File: config.mk
export PLATFORM = sky130hd
export DESIGN_NAME = eisw_top
export DESIGN_NICKNAME = d
export VERILOG_FILES = /design/src/design/eisw_pkg.sv /design/src/design/eisw_detect.sv /design/src/design/eisw_top.sv
export VERILOG_INCLUDE_DIRS = /design/src /design/src/design
export SDC_FILE = /design/constraint.sdc
export NUM_CORES = 1
export LEC_CHECK = 0
export ABC_AREA = 1
export BUFFER_PORTS_ARGS = -buffer_cell sky130_fd_sc_hd__buf_2
export CAP_MARGIN = 20
export CORE_MARGIN = 1.5
export CORE_UTILIZATION = 54
export CTS_CLUSTER_DIAMETER = 60
export DETAILED_ROUTE_END_ITERATION = 8
export PLACE_DENSITY_LB_ADDON = 0.12
export SLEW_MARGIN = 20
export SYNTH_ARGS = -nofsm -noshare
export SYNTH_HDL_FRONTEND = slang
export SYNTH_SLANG_ARGS = --single-unit
File: constraint.sdc
create_clock -name aclk -period 2.2 [get_ports aclk]
set_input_delay 0.44 -clock aclk [delete_from_list [all_inputs] [get_ports aclk]]
set_output_delay 0.44 -clock aclk [all_outputs]
set_load 0.02 [all_outputs]
File: src/design/eisw_cfg.svh
`ifndef EISW_CFG_SVH
`define EISW_CFG_SVH

// clock and timing
`define EISW_CLK_NS          10
`define EISW_OSC_SETTLE_NS   10000
`define EISW_OSC_SETTLE_CYC  \
  ((`EISW_OSC_SETTLE_NS + `EISW_CLK_NS - 1) / `EISW_CLK_NS)
`define EISW_WAKE_LOW_CYC    3

// interrupt pins and sources
`define EISW_NUM_PINS        5
`define EISW_NUM_SRC         7
`define EISW_SRC_RTC         5
`define EISW_SRC_USB         6
`define EISW_DETECT_PATTERN  5'h18

// register byte addresses
`define EISW_A_IRQ_EN        8'h00
`define EISW_A_IRQ_FLAG      8'h04
`define EISW_A_IDLE_CTRL     8'h08
`define EISW_A_BUS_SEL       8'h0c
`define EISW_A_STATUS        8'h10

// field positions
`define EISW_IDLE_CPU_BIT    0
`define EISW_IDLE_CLKGEN_BIT 1
`define EISW_BUS_HOST_BIT    0
`define EISW_BUS_HOST_PORT_IDLE_SEL_BIT    1

// reset values and responses
`define EISW_IRQ_EN_RST      7'h00
`define EISW_RESP_OKAY       2'h0
`define EISW_RESP_SLVERR     2'h2

`endif

File: src/design/eisw_pkg.sv
package eisw_pkg;

  typedef enum logic [2:0] {
    ST_RUN,
    ST_CPU_IDLE,
    ST_CLK_IDLE,
    ST_OSC_WAKE,
    ST_QUALIFY
  } eisw_state_type;

  typedef struct packed {
    logic        awvalid;
    logic [7:0]  awaddr;
    logic        wvalid;
    logic [31:0] wdata;
    logic [3:0]  wstrb;
    logic        bready;
    logic        arvalid;
    logic [7:0]  araddr;
    logic        rready;
  } eisw_axi_req_type;

  typedef struct packed {
    logic        awready;
    logic        wready;
    logic        bvalid;
    logic [1:0]  bresp;
    logic        arready;
    logic        rvalid;
    logic [31:0] rdata;
    logic [1:0]  rresp;
  } eisw_axi_resp_type;

  typedef struct packed {
    logic rtc_irq;
    logic usb_event;
    logic pll_lock;
  } eisw_wake_in_type;

  typedef struct packed {
    logic [6:0] cpu_irq;
    logic       cpu_wake;
    logic       cpu_idle;
    logic       osc_enable;
    logic       usb_pll_enable;
    logic       clkgen_idle;
  } eisw_ctrl_out_type;

endpackage : eisw_pkg

File: src/design/eisw_detect.sv
`include "eisw_cfg.svh"

module eisw_detect
  import eisw_pkg::*;
(
  input  wire logic       aclk,
  input  wire logic       aresetn,
  input  wire logic [4:0] irq_pin_n,
  output logic      [4:0] hit,
  output logic      [4:0] level_n
);

  typedef struct packed {
    logic [4:0]      s1;
    logic [4:0]      s2;
    logic [4:0][4:0] hist;
    logic [4:0]      hit;
  } eisw_det_type;

  eisw_det_type          r;
  eisw_det_type          next_r;
  logic [4:0][4:0]       next_hist;
  logic [4:0]            next_hit;

  // per pin history of synchronised samples, oldest in the top bit
  genvar g;
  generate
    for (g = 0; g < `EISW_NUM_PINS; g++)
    begin : g_pin
      assign next_hist[g] = {r.hist[g][3:0], r.s2[g]};
      assign next_hit[g]  = (next_hist[g] == `EISW_DETECT_PATTERN);
    end
  endgenerate

  // two stage synchroniser, then pattern history
  always_comb
  begin
    next_r      = r;
    next_r.s1   = irq_pin_n;
    next_r.s2   = r.s1;
    next_r.hist = next_hist;
    next_r.hit  = next_hit;
  end

  // sampled on the falling clock edge; pins idle high after reset
  always_ff @(negedge aclk)
  begin
    if (!aresetn)
    begin
      r.s1   <= 5'h1f;
      r.s2   <= 5'h1f;
      r.hist <= '1;
      r.hit  <= 5'h00;
    end
    else
    begin
      r <= next_r;
    end
  end

  assign hit     = r.hit;
  assign level_n = r.s2;

endmodule : eisw_detect

File: src/design/eisw_top.sv
// Behaviour
// each active-low interrupt pin passes a two-flop synchroniser first.
// interrupt pins are sampled on the falling edge of the clock.
// an interrupt is detected only on samples 1-1-0-0-0 in a row.
// idle is left only on reset, pin interrupt, rtc or usb event.
// with the oscillator off a wake event restarts it and the usb pll.
// a disabled wake source restarts the clock but leaves the cpu idle.
// an enabled wake interrupt waits for settling and pll lock.
// a waking pin source must stay low 3 cycles after settling.
// a pin too short after settling wakes only the clock domain.
// software not using usb should idle the usb module after waking.
// the clock domain is not idled while in host port mode.
// host port idle select with the clkgen idle bit allows clock idle.
// each detection sets a pending flag, delivered only when enabled.
//
// Added by the designer: the register offsets and the AXI4-Lite slave port.
`include "eisw_cfg.svh"

module eisw_top
  import eisw_pkg::*;
(
  input  wire logic              aclk,
  input  wire logic              aresetn,
  input  wire eisw_axi_req_type  axi_req,
  output eisw_axi_resp_type      axi_resp,
  input  wire logic [4:0]        irq_pin_n,
  input  wire eisw_wake_in_type  wake_in,
  output eisw_ctrl_out_type      ctrl_out
);

  // all state of the block in one record; write halves wait in their
  // aw_ and w_ fields until both are in, src remembers which events
  // opened an oscillator wake so that qualification knows what to
  // watch, cnt runs the settling time and low_cnt the pin hold time
  typedef struct packed {
    eisw_axi_resp_type axi;
    logic              aw_have;
    logic [7:0]        aw_addr;
    logic              w_have;
    logic [31:0]       w_data;
    logic              w_strb0;
    logic [6:0]        irq_enable_reg;
    logic [6:0]        pend;
    logic              clkgen_idle_bit;
    logic              enhanced_host_port_mode;
    logic              host_port_idle_sel;
    eisw_state_type    state;
    logic [6:0]        src;
    logic [9:0]        cnt;
    logic [1:0]        low_cnt;
    eisw_ctrl_out_type out;
  } eisw_top_type;

  // registered copy, its next value and the detector results
  eisw_top_type r;
  eisw_top_type next_r;
  logic [4:0]   pin_hit;
  logic [4:0]   pin_level_n;

  // pin synchronisers and pattern detectors
  // they run on the falling edge, so a hit reaches the rising edge half
  // a cycle later as a clean one-cycle event
  eisw_detect u_detect (
    .aclk      (aclk),
    .aresetn   (aresetn),
    .irq_pin_n (irq_pin_n),
    .hit       (pin_hit),
    .level_n   (pin_level_n)
  );

  // bus slave, idle sequencer and interrupt delivery
  // decisions read the registered copy r; next_r carries what this
  // cycle has already changed, so later sections see earlier writes,
  // e.g. a clock idle bit written together with the idle request
  // already counts for that request
  always_comb
  begin
    logic [6:0] ev;
    logic [6:0] clr;
    logic       idle_go;
    logic       clk_allow;
    logic       pin_low;
    logic [7:0] ra;
    logic       ok;

    // defaults: nothing cleared, nothing requested
    ev        = {wake_in.usb_event, wake_in.rtc_irq, pin_hit};
    clr       = 7'h00;
    idle_go   = 1'b0;
    clk_allow = 1'b0;
    pin_low   = 1'b0;
    ra        = axi_req.araddr;
    ok        = 1'b1;
    next_r    = r;
    // wake is a one-cycle pulse
    next_r.out.cpu_wake = 1'b0;

    // write address and data are taken in either order
    // each half is parked until its partner arrives; its ready drops
    // meanwhile so a second address cannot overwrite the first
    if (axi_req.awvalid && r.axi.awready)
    begin
      next_r.aw_have = 1'b1;
      next_r.aw_addr = axi_req.awaddr;
    end
    if (axi_req.wvalid && r.axi.wready)
    begin
      next_r.w_have  = 1'b1;
      next_r.w_data  = axi_req.wdata;
      next_r.w_strb0 = axi_req.wstrb[0];
    end

    // response stands until the master takes it
    if (r.axi.bvalid && axi_req.bready)
      next_r.axi.bvalid = 1'b0;

    // register write once both halves are held
    // held back while an old response still stands, so answers never
    // merge; a write without byte 0 strobed is answered but ignored
    if (r.aw_have && r.w_have && !r.axi.bvalid)
    begin
      next_r.aw_have    = 1'b0;
      next_r.w_have     = 1'b0;
      next_r.axi.bvalid = 1'b1;
      next_r.axi.bresp  = `EISW_RESP_OKAY;
      unique case (r.aw_addr)
        `EISW_A_IRQ_EN:
          if (r.w_strb0)
            next_r.irq_enable_reg = r.w_data[6:0];
        `EISW_A_IRQ_FLAG:
          if (r.w_strb0)
            clr = r.w_data[6:0];
        `EISW_A_IDLE_CTRL:
          if (r.w_strb0)
          begin
            next_r.clkgen_idle_bit = r.w_data[`EISW_IDLE_CLKGEN_BIT];
            idle_go = r.w_data[`EISW_IDLE_CPU_BIT];
          end
        `EISW_A_BUS_SEL:
          if (r.w_strb0)
          begin
            next_r.enhanced_host_port_mode =
              r.w_data[`EISW_BUS_HOST_BIT];
            next_r.host_port_idle_sel = r.w_data[`EISW_BUS_HOST_PORT_IDLE_SEL_BIT];
          end
        `EISW_A_STATUS: ;
        default:
          next_r.axi.bresp = `EISW_RESP_SLVERR;
      endcase
    end

    // pending flags: a new detection wins over a clear
    // a flag cleared by software in the very cycle its source fires
    // stays set, so no detection is lost to a software clear
    next_r.pend = (r.pend & ~clr) | ev;

    // idle sequencer
    // clock idle is allowed only with host port mode off or its idle
    // select set; otherwise the request falls back to cpu idle alone
    clk_allow = next_r.clkgen_idle_bit &&
                (!next_r.enhanced_host_port_mode ||
                 next_r.host_port_idle_sel);
    // a pin that opened the wake and still reads low
    pin_low   = |(~pin_level_n & r.src[4:0]);
    unique case (r.state)
      // software asks for idle through the idle control register
      ST_RUN:
        if (idle_go)
          next_r.state = clk_allow ? ST_CLK_IDLE : ST_CPU_IDLE;

      // oscillator still runs; any enabled pending flag wakes the cpu
      ST_CPU_IDLE:
        if ((next_r.pend & r.irq_enable_reg) != 7'h00)
        begin
          next_r.state        = ST_RUN;
          next_r.out.cpu_wake = 1'b1;
        end

      // oscillator stopped; every event restarts it, enabled or not
      ST_CLK_IDLE:
        if (ev != 7'h00)
        begin
          next_r.state = ST_OSC_WAKE;
          next_r.src   = ev;
          next_r.cnt   = 10'(`EISW_OSC_SETTLE_CYC);
        end

      // wait out the settling count and pll lock before delivery;
      // a disabled source leaves the cpu idle with the clock running
      ST_OSC_WAKE:
      begin
        // settling count runs down first
        if (r.cnt != 10'h000)
          next_r.cnt = r.cnt - 10'h001;
        if (r.cnt == 10'h000 && wake_in.pll_lock)
        begin
          if ((r.src & r.irq_enable_reg) == 7'h00)
            next_r.state = ST_CPU_IDLE;
          else if (r.src[`EISW_SRC_USB] || r.src[`EISW_SRC_RTC])
          begin
            next_r.state        = ST_RUN;
            next_r.out.cpu_wake = 1'b1;
          end
          else
          begin
            next_r.state   = ST_QUALIFY;
            next_r.low_cnt = 2'h0;
          end
        end
      end

      // a waking pin must stay low three more cycles, else only the
      // clock domain stays awake and that detection is dropped
      ST_QUALIFY:
        if (!pin_low)
        begin
          next_r.state = ST_CPU_IDLE;
          next_r.pend  = next_r.pend & ~r.src;
        end
        else if (r.low_cnt == 2'(`EISW_WAKE_LOW_CYC - 1))
        begin
          next_r.state        = ST_RUN;
          next_r.out.cpu_wake = 1'b1;
        end
        else
          next_r.low_cnt = r.low_cnt + 2'h1;

      // an unused code falls back to run
      default:
        next_r.state = ST_RUN;
    endcase

    // outputs toward cpu and clock generator
    // taken from next_r so each output is a plain flop of the new
    // state; interrupts reach the cpu only while it runs
    next_r.out.cpu_idle    = (next_r.state != ST_RUN);
    next_r.out.clkgen_idle = (next_r.state == ST_CLK_IDLE);
    next_r.out.osc_enable  = (next_r.state != ST_CLK_IDLE);
    next_r.out.usb_pll_enable = (next_r.state != ST_CLK_IDLE);
    next_r.out.cpu_irq = (next_r.state == ST_RUN) ?
                         (next_r.pend & next_r.irq_enable_reg) :
                         7'h00;

    // read channel
    // the answer is built in the cycle the address is taken and then
    // stands untouched until rready; arready stays low meanwhile
    if (r.axi.rvalid && axi_req.rready)
      next_r.axi.rvalid = 1'b0;
    if (axi_req.arvalid && r.axi.arready)
    begin
      next_r.axi.rvalid = 1'b1;
      next_r.axi.rdata  = 32'h0000_0000;
      unique case (ra)
        `EISW_A_IRQ_EN:
          next_r.axi.rdata[6:0] = r.irq_enable_reg;
        `EISW_A_IRQ_FLAG:
          next_r.axi.rdata[6:0] = r.pend;
        `EISW_A_IDLE_CTRL:
          next_r.axi.rdata[`EISW_IDLE_CLKGEN_BIT] = r.clkgen_idle_bit;
        `EISW_A_BUS_SEL:
        begin
          next_r.axi.rdata[`EISW_BUS_HOST_BIT] =
            r.enhanced_host_port_mode;
          next_r.axi.rdata[`EISW_BUS_HOST_PORT_IDLE_SEL_BIT] = r.host_port_idle_sel;
        end
        `EISW_A_STATUS:
          next_r.axi.rdata[4:0] = {wake_in.pll_lock,
                                   r.out.osc_enable, r.state};
        default:
          ok = 1'b0;
      endcase
      // unmapped reads answer zero with an error
      next_r.axi.rresp = ok ? `EISW_RESP_OKAY : `EISW_RESP_SLVERR;
    end

    // ready flags follow the held state
    // computed last so they see every change made above
    next_r.axi.awready = !next_r.aw_have;
    next_r.axi.wready  = !next_r.w_have;
    next_r.axi.arready = !next_r.axi.rvalid;
  end

  // state register, synchronous reset
  // oscillator and pll start enabled so the part comes up running;
  // everything else, bus answers included, starts cleared and the
  // readies rise at the first edge after release
  always_ff @(posedge aclk)
  begin
    if (!aresetn)
    begin
      r                  <= '0;
      r.irq_enable_reg   <= `EISW_IRQ_EN_RST;
      r.state            <= ST_RUN;
      r.out.osc_enable   <= 1'b1;
      r.out.usb_pll_enable <= 1'b1;
    end
    else
    begin
      r <= next_r;
    end
  end

  // outputs straight from the state register
  assign axi_resp = r.axi;
  assign ctrl_out = r.out;

endmodule : eisw_top

Word level (Yosys, flattened, before mapping)
Cells that the tools add are included.
Storage, ports and cells
  output and inout port bits: 53
  word-level logic and storage cells: 167
  bits of input ports: 67
  register bits: 144
Operators by class
  equality and inequality tests: 27
  bitwise gates (word level): 10
  add/subtract/negate cells: 2
  reduce and logical (&&, ||, !) cells: 36
  mux-type cells: 57
Operators by type and width (number)
  2-to-1 mux 7 bit: 8
  AND 7 bit: 5
  2-to-1 mux 35 bit: 1
  2-to-1 mux 34 bit: 1
  equality test 8 x 4 -> 1 bit, second input constant: 4
  2-to-1 mux 3 bit: 9
  equality test 5 bit, second input constant: 5
  2-to-1 mux 2 bit: 10
  2-to-1 mux 20 bit: 1
  case mux 10 bit (2 select lines): 1
  2-to-1 mux 1 bit: 17
  equality test 8 x 3 -> 1 bit, second input constant: 2
  equality test 8 x 5 -> 1 bit, second input constant: 2
  logical NOT 8 bit: 2
  case mux 3 bit (5 select lines): 1
  OR reduction 5 bit: 3
  != test 2 bit, second input constant: 7
  inverter 7 bit: 2
  nonzero test 7 bit: 2
  logical NOT 10 bit: 1
  2-to-1 mux 10 bit: 1
  nonzero test 10 bit: 1
  subtractor 10 x 1 -> 10 bit, second input constant: 1
  equality test 3 x 2 -> 1 bit, second input constant: 3
  24 further kinds: 42

Logic depth before layout (Yosys ltp)
Gate-level depths: netlist (run 1).
  word-level depth: 12
  depth in mapped cells: 15

Modules after synthesis
From an unflattened synthesis (run 1), not the netlist that was laid out.
Unflattened totals
  cells, all modules: 721
  area, all modules: 5236.3 µm²
Modules (own cells, without submodules)
  eisw_top: area each 4157.7 µm², cells an instance 592, seq. area each 1641.6 µm², times used 1
  eisw_detect: area each 1078.5 µm², cells an instance 129, seq. area each 700.7 µm², times used 1

==> qor.yml, run 1 <==
outcome: "complete, but fails checks"
violations: "negative setup slack"
fin_area_mm2: 0.006633
antenna_found_initial: 0
finalHoldViolations: 0
globalplace.congestion: 0.9429
power_mw: 5.985
peakVddDrop_mv: 0.5023
crit_top_cell: "nor2_2"
critPathBufInv: 0
n_antenna_cell: 0
crit_cells: 8
cp_max_fo: 5
setup_violations: 39
async_flop_share: 0
ios: 120
num-fill-cells: 671
rr_endpoint: "ctrl_out[3]"
worst_hold_slack_ns: 0.1681
rsz0062_at_grt: "true"
clk_latency_ns: 0.52
path_cells: "nor2_2 > nor3_2 > nand3b_1 > nand4_1 > a21oi_4 > nand2_4 > nor2_4 > nor2_2"
crit_path_start_kind: "flop"
initialDrtViolationCount: 230
tns_ns: -10.35
port_buffers: 64
hpwl_mm: 8.109
wl_per_cell_um: 13.61
initial_utilization: 0.5566
die-area_mm2: 0.01007
rr_startpoint: "u_detect.level_n[1]"
finClkSkew_ns: 0.02868
grt_pass1_wl_mm: 19.60
avgSynthCellArea_um2: 7.583
drt-pass1-iter-count: 5
power_density_mw_per_mm2: 902.4
gr-total-overflow: 0
cpMaxStageDelayCell: "dfxtp_2"
routed_wirelength_mm: 12.50
cts_tree: "yes"
flow.area_growth_from_synthesis_pct: 29.58
vias_per_cell: 5.159
synthDistinctLibCells: 41
layout_setup_ws_ns: -0.4191
yosysSeqAreaShare: 0.4576
cts_root_buffer: "clkbuf_8"
reg2reg_setup_slack_ns: -0.42
slowest_delay_ns: 0.32
synth_cells: 675
leakage_nw: 3.160
htreeDepth: 4
grt_pass1_vias: 4385
synth_edf_count: 0
crit_family: "simple AND/OR/NAND/NOR gates"
final_core_util: 0.7212
required_ns: 2.60
min_path_type: "primary input to flop"
cts_buffer_depth: 2
clkTransAtPathRegs_ns: 0.07
slew_violations: 0
final_nets: 863
maxCapViolCount: 0
grt_max_degree: 28
end_kind: "flop"
place_area_mm2: 0.005386
min_from: "axi_req[54]"
grt_usage: 0.2491
cp.arrival_ns: 3.02
holdBufCountCts: 0
cts_buffers: 17
min_path_cells: 3
drive_above_1_share: 0.3135
num_vias: 4736
antenna_violating_nets_post_route: 0
num_rows: 35
r2r_cells: 8
whs_endpoint: "r[91]"
clkSinkCount: 117
synth_area_mm2: 0.005119
synth_ff_type: "dfxtp_1"
path_class: "flop to flop"
core_mm2: 0.009196
die_h_um: 100.4
die-width_um: 100.4
route.detailed.drc: 0
ys_ff_latch: 117
synth_warnings: 0
## cells by family after synthesis
| kind of cell | Yosys count | share of synthesized area |
|---|---|---|
| XOR/XNOR | 2 | 0.003423 |
| buffers and inverters | 150 | 0.1498 |
| other | 1 | 0.0007326 |
| adder cells (fa/ha/maj) | 2 | 0.004888 |
| AND/OR/NAND/NOR | 295 | 0.2633 |
| flip-flops | 117 | 0.4576 |
| AO/OA/AOI/OAI | 108 | 0.1203 |
## tightest hold or removal path: cells and delay by family
| kind | cells | cell delay [ns] |
|---|---|---|
| compound gates | 1 | 0.07 |
| buf+inv | 1 | 0.07 |
| simple gates | 1 | 0.07 |
## how the worst max path moves through the flow
stage          slack (ns)            to                start
2_1_floorplan       -0.24   ctrl_out[3]  u_detect.level_n[3]
4_1_cts             -0.34   ctrl_out[3]  u_detect.level_n[4]
5_1_grt             -0.51   ctrl_out[3]  u_detect.level_n[1]
3_3_place_gp        -0.34   ctrl_out[8]  u_detect.level_n[2]
6_report            -0.42   ctrl_out[3]  u_detect.level_n[1]
3_5_place_dp        -0.40  ctrl_out[10]  u_detect.level_n[3]
## layer usage
layer / track usage / vias to the layer above / routed length (µm)
met4: 0.1051 / 0 / 277
li1: - / 2328 / -
met2: 0.4547 / 172 / 6523
met1: 0.2708 / 2210 / 5057
met3: 0.06755 / 26 / 640
met5: 0 / - / 0
## placed cells by master, fill, tap and decap left out, types with 6 or more instances in the layout
cell type  Yosys  routed
nor3_1        15      11
nor2_4         5       8
or2_2         20      15
clkbuf_16      0      16
buf_4         54      31
nor2_2         9      10
nand4_1       13      13
inv_1         79     104
nand3_1       10       9
nand2_2        5       9
conb_1         1      27
dfxtp_1      117     109
o21ai_2        0      14
dfxtp_2        0       8
nand2_1      119     114
buf_6          0       8
a21oi_2        0       6
nor2_1        89      85
inv_2          3      11
buf_2          1      64
inv_8          0       6
o21ai_0       47      31
a21oi_1       35      28
## state kept, by name, indices dropped and copies added (netlist names)
register / cells
u_detect.level_n: 5
axi_resp: 14
u_detect.hit: 5
u_detect.next_r: 5
ctrl_out: 11
r: 57
u_detect.next_hist: 20
## synthesized netlist by cell type, types with 2 or more instances
cell | n | area [µm²]
inv_1 | 79 | 296.5
or2_2 | 20 | 125.1
ha_1 | 2 | 25.02
dfxtp_1 | 117 | 2342
o21ai_1 | 2 | 10.01
nand4_1 | 13 | 81.33
nor2_2 | 9 | 56.30
nor2_1 | 89 | 334.1
xor2_1 | 2 | 17.52
nand3_1 | 10 | 50.05
nand3_2 | 3 | 30.03
clkbuf_1 | 13 | 48.80
nand2_2 | 5 | 31.28
a221oi_1 | 3 | 26.28
a31oi_1 | 4 | 25.02
nand3b_1 | 2 | 15.01
o31ai_1 | 2 | 15.01
nor2_4 | 5 | 56.30
o21ai_0 | 47 | 235.2
inv_2 | 3 | 11.26
buf_4 | 54 | 405.4
o32ai_1 | 2 | 17.52
nor3_1 | 15 | 75.07
nand2_1 | 119 | 446.7
a22oi_1 | 5 | 37.54
a21oi_1 | 35 | 175.2
## final cells by class
cell class | instances | area, µm² | share of cell area
Clock buffer | 17 | 414.1 | 0.06244
Clock inverter | 50 | 297.8 | 0.04490
Inverter | 81 | 311.5 | 0.04697
Multi-Input combinational cell | 436 | 2420 | 0.3648
Sequential cell | 117 | 2352 | 0.3547
Tap cell | 111 | 138.9 | 0.02094
Timing Repair Buffer | 106 | 698.2 | 0.1053
## report_power, final
group | internal, mW | switching (mW) | leakage, nW | total, mW
Clock | 1.65 | 1.31 | 0.474 | 2.96
Sequential | 2.22 | 0.0635 | 0.953 | 2.28
Combinational | 0.261 | 0.483 | 1.73 | 0.744
## what timing repair did
action	in CTS	in global routing
endpoints found under the setup margin	39	39
gates resized for setup	58	46
buffers inserted	9	14
gates cloned	2	1
pin swaps	9	14
## metrics by stage
| step | worst slack, ns | std cells |
|---|---|---|
| 2_1_floorplan | -0.2427 | 701 |
| 3_3_place_gp | -0.3421 | 827 |
| 3_5_place_dp | -0.3989 | 827 |
| 4_1_cts | -0.3374 | 904 |
| 5_1_grt | -0.5118 | 918 |
| 6_report | -0.4191 | 918 |
No activity file was read; power rests on OpenSTA's default activity.
==> run 2: changes to the inputs <==
--- a/config.mk
+++ b/config.mk
@@ -9,8 +9,10 @@
 export ABC_AREA = 1
 export BUFFER_PORTS_ARGS = -buffer_cell sky130_fd_sc_hd__buf_2
 export CAP_MARGIN = 20
+export CELL_PAD_IN_SITES_DETAIL_PLACEMENT = 1
+export CELL_PAD_IN_SITES_GLOBAL_PLACEMENT = 2
 export CORE_MARGIN = 1.5
-export CORE_UTILIZATION = 54
+export CORE_UTILIZATION = 32
 export CTS_CLUSTER_DIAMETER = 60
 export DETAILED_ROUTE_END_ITERATION = 8
 export PLACE_DENSITY_LB_ADDON = 0.12
==> constraint.sdc (replaced) <==
create_clock -name aclk -period 3.4 [get_ports aclk]
set_input_delay 0.68 -clock aclk [delete_from_list [all_inputs] [get_ports aclk]]
set_output_delay 0.68 -clock aclk [all_outputs]
set_load 0.02 [all_outputs]
==> run 2 against run 1 <==
- the run now ends clean
- utilization shrank 33 points
- register-to-register slack gained 0.56 ns
- sequential share of layout area grew 2.3 points
- setup slack gained 0.56 ns
- first-iteration DRC count shrank 47%
- total power shrank 36%
- flip-flop and latch count is the same
- clock-buffer cell count grew 2
- final cell count grew 8.2%
- largest cell class is now flip-flops and latches
- highest routed layer unchanged
==> qor.yml, run 2 (synthesis results as in run 1) <==
outcome: "completed"
route.detailed.drc: 0  # unchanged
slew_violations: 0  # unchanged
grt_usage: 0.1766  # -0.07251
clkTransAtPathRegs_ns: 0.06  # about the same
gr-total-overflow: 0  # unchanged
crit_path_start_kind: "flop"
min_path_type: "flop to flop"
n_antenna_cell: 0  # unchanged
clkSinkCount: 117  # unchanged
min_path_cells: 1  # -2
cts_root_buffer: "clkbuf_16"
grt_pass1_wl_mm: 22.45  # +15%
leakage_nw: 2.958  # -6.4%
setup_violations: 0  # -100%
crit_top_cell: "nor2_2"
crit_cells: 8  # unchanged
end_kind: "flop"
num_vias: 4429  # -6.5%
top_usage_layer: "met2"
port_buffers: 64  # unchanged
clk_latency_ns: 0.45  # -0.07 ns
relSlewSlack: 0.6299
finClkSkew_ns: 0.03701  # +0.008329 ns
cpMaxStageDelayCell: "dfxtp_1"
routed_wirelength_mm: 13.66  # +9.3%
power_density_mw_per_mm2: 619.8  # -31%
final_core_util: 0.3932  # -0.3280
path_class: "flop to flop"
core_mm2: 0.01577  # +71%
die-width_um: 129.5  # +29%
gr-usage-met1: 0.2109  # -0.05984
hpwl_mm: 10.22  # +26%
die-area_mm2: 0.01676  # +66%
crit_family: "simple AND/OR/NAND/NOR gates"
maxCapViolCount: 0  # unchanged
num-fill-cells: 2020  # +200%
vias_per_cell: 4.460  # -14%
antenna_found_initial: 0  # unchanged
drive_above_1_share: 0.2046  # -0.1089
required_ns: 3.72  # +1.12 ns
global_route.usage.met3: 0.05574  # -0.01181
rsz0062_at_grt: "true"
cp.arrival_ns: 3.57  # +0.55 ns
initial_utilization: 0.3246  # -0.2320
power_mw: 3.844  # -36%
final_cell_mix: "nand2_1, dfxtp_1, inv_1"
slowest_delay_ns: 0.31  # about the same
grt_pass1_vias: 4538  # +3.5%
largest-register: "r"
largest_register_ffs: 57  # unchanged
grt_max_degree: 32  # +14%
peakVddDrop_mv: 0.6663  # +33%
num_rows: 46  # +31%
globalplace.congestion: 0.7937  # -16%
cts_tree: "yes"
final_nets: 833  # -3.5%
mostFrequentLayoutCell: "nand2_1"
antenna_violating_nets_post_route: 0  # unchanged
r2r_cells: 8  # unchanged
path_cells: "nor2_1 > nor3_1 > nand3b_1 > nand4_1 > a21oi_4 > nand2_4 > nor2_2 > nor2_2"
wl_per_cell_um: 13.75  # +1.0%
htreeDepth: 4  # unchanged
critPathBufInv: 0  # unchanged
die_h_um: 129.5  # +29%
ios: 120  # unchanged
finalHoldViolations: 0  # unchanged
cp_max_fo: 9  # +4
cts_buffer_depth: 2  # unchanged
tightestPinTransition_ns: 0.5510
cts_buffers: 17  # unchanged
drt-pass1-iter-count: 4  # -1
initialDrtViolationCount: 123  # -47%
flow.area_growth_from_synthesis_pct: 21.14
grt_util_met2: 0.3029  # -0.1519
## run 2: metrics by stage
step	std cells	worst slack (ns)	hold WS (ns)	cell area [µm²]	TNS [ns]
2_1_floorplan	701	0.1740	0.3921	5216	0
3_3_place_gp	926	0.1213	0.3947	5458	0
3_5_place_dp	926	0.08782	0.3990	5458	0
4_1_cts	992	0.06787	0.3971	6180	0
5_1_grt	993	-0.01299	0.4064	6201	-0.03033
6_report	993	0.1450	0.3968	6201	0
## run 2: timing repair
item                       CTS  global route
resized for setup            0             7
setup buffers                0             1
setup endpoints to repair    0            12
hold buffers                 0             0
## run 2: path summary, 6_finish.rpt
kind                            start             endpoint  slack (ns)
setup reg to reg  u_detect.level_n[1]          ctrl_out[3]        0.14
hold / removal    u_detect.next_r[32]  u_detect.level_n[2]        0.40
hold reg to reg   u_detect.next_r[32]  u_detect.level_n[2]        0.40
setup / recovery  u_detect.level_n[1]          ctrl_out[3]        0.14
## run 2: area by class of cell
type                    instances  area, µm²  share of cell area
repair buffers                 78      437.9             0.07062
clock inverters                48      282.8             0.04560
inverters                      81      306.5             0.04944
clock buffers                  19      442.9             0.07143
flip-flops and latches        117       2342              0.3777
multi-input cells             434       2118              0.3416
well taps                     216      270.3             0.04358
## run 2: power breakdown
group | switching (mW) | internal (mW)
sequential | 0.0383 | 1.44
clock | 0.770 | 1.20
combinational | 0.275 | 0.128
total | 1.08 | 2.76
## run 2: routing by layer
layer / wire, µm / share of wire / vias to the layer above
met2: 6625 / 0.49 / 73
met5: 0 / 0 / -
met4: 123 / 0.0090 / 0
met3: 571 / 0.042 / 8
li1: - / - / 2258
met1: 6337 / 0.46 / 2090
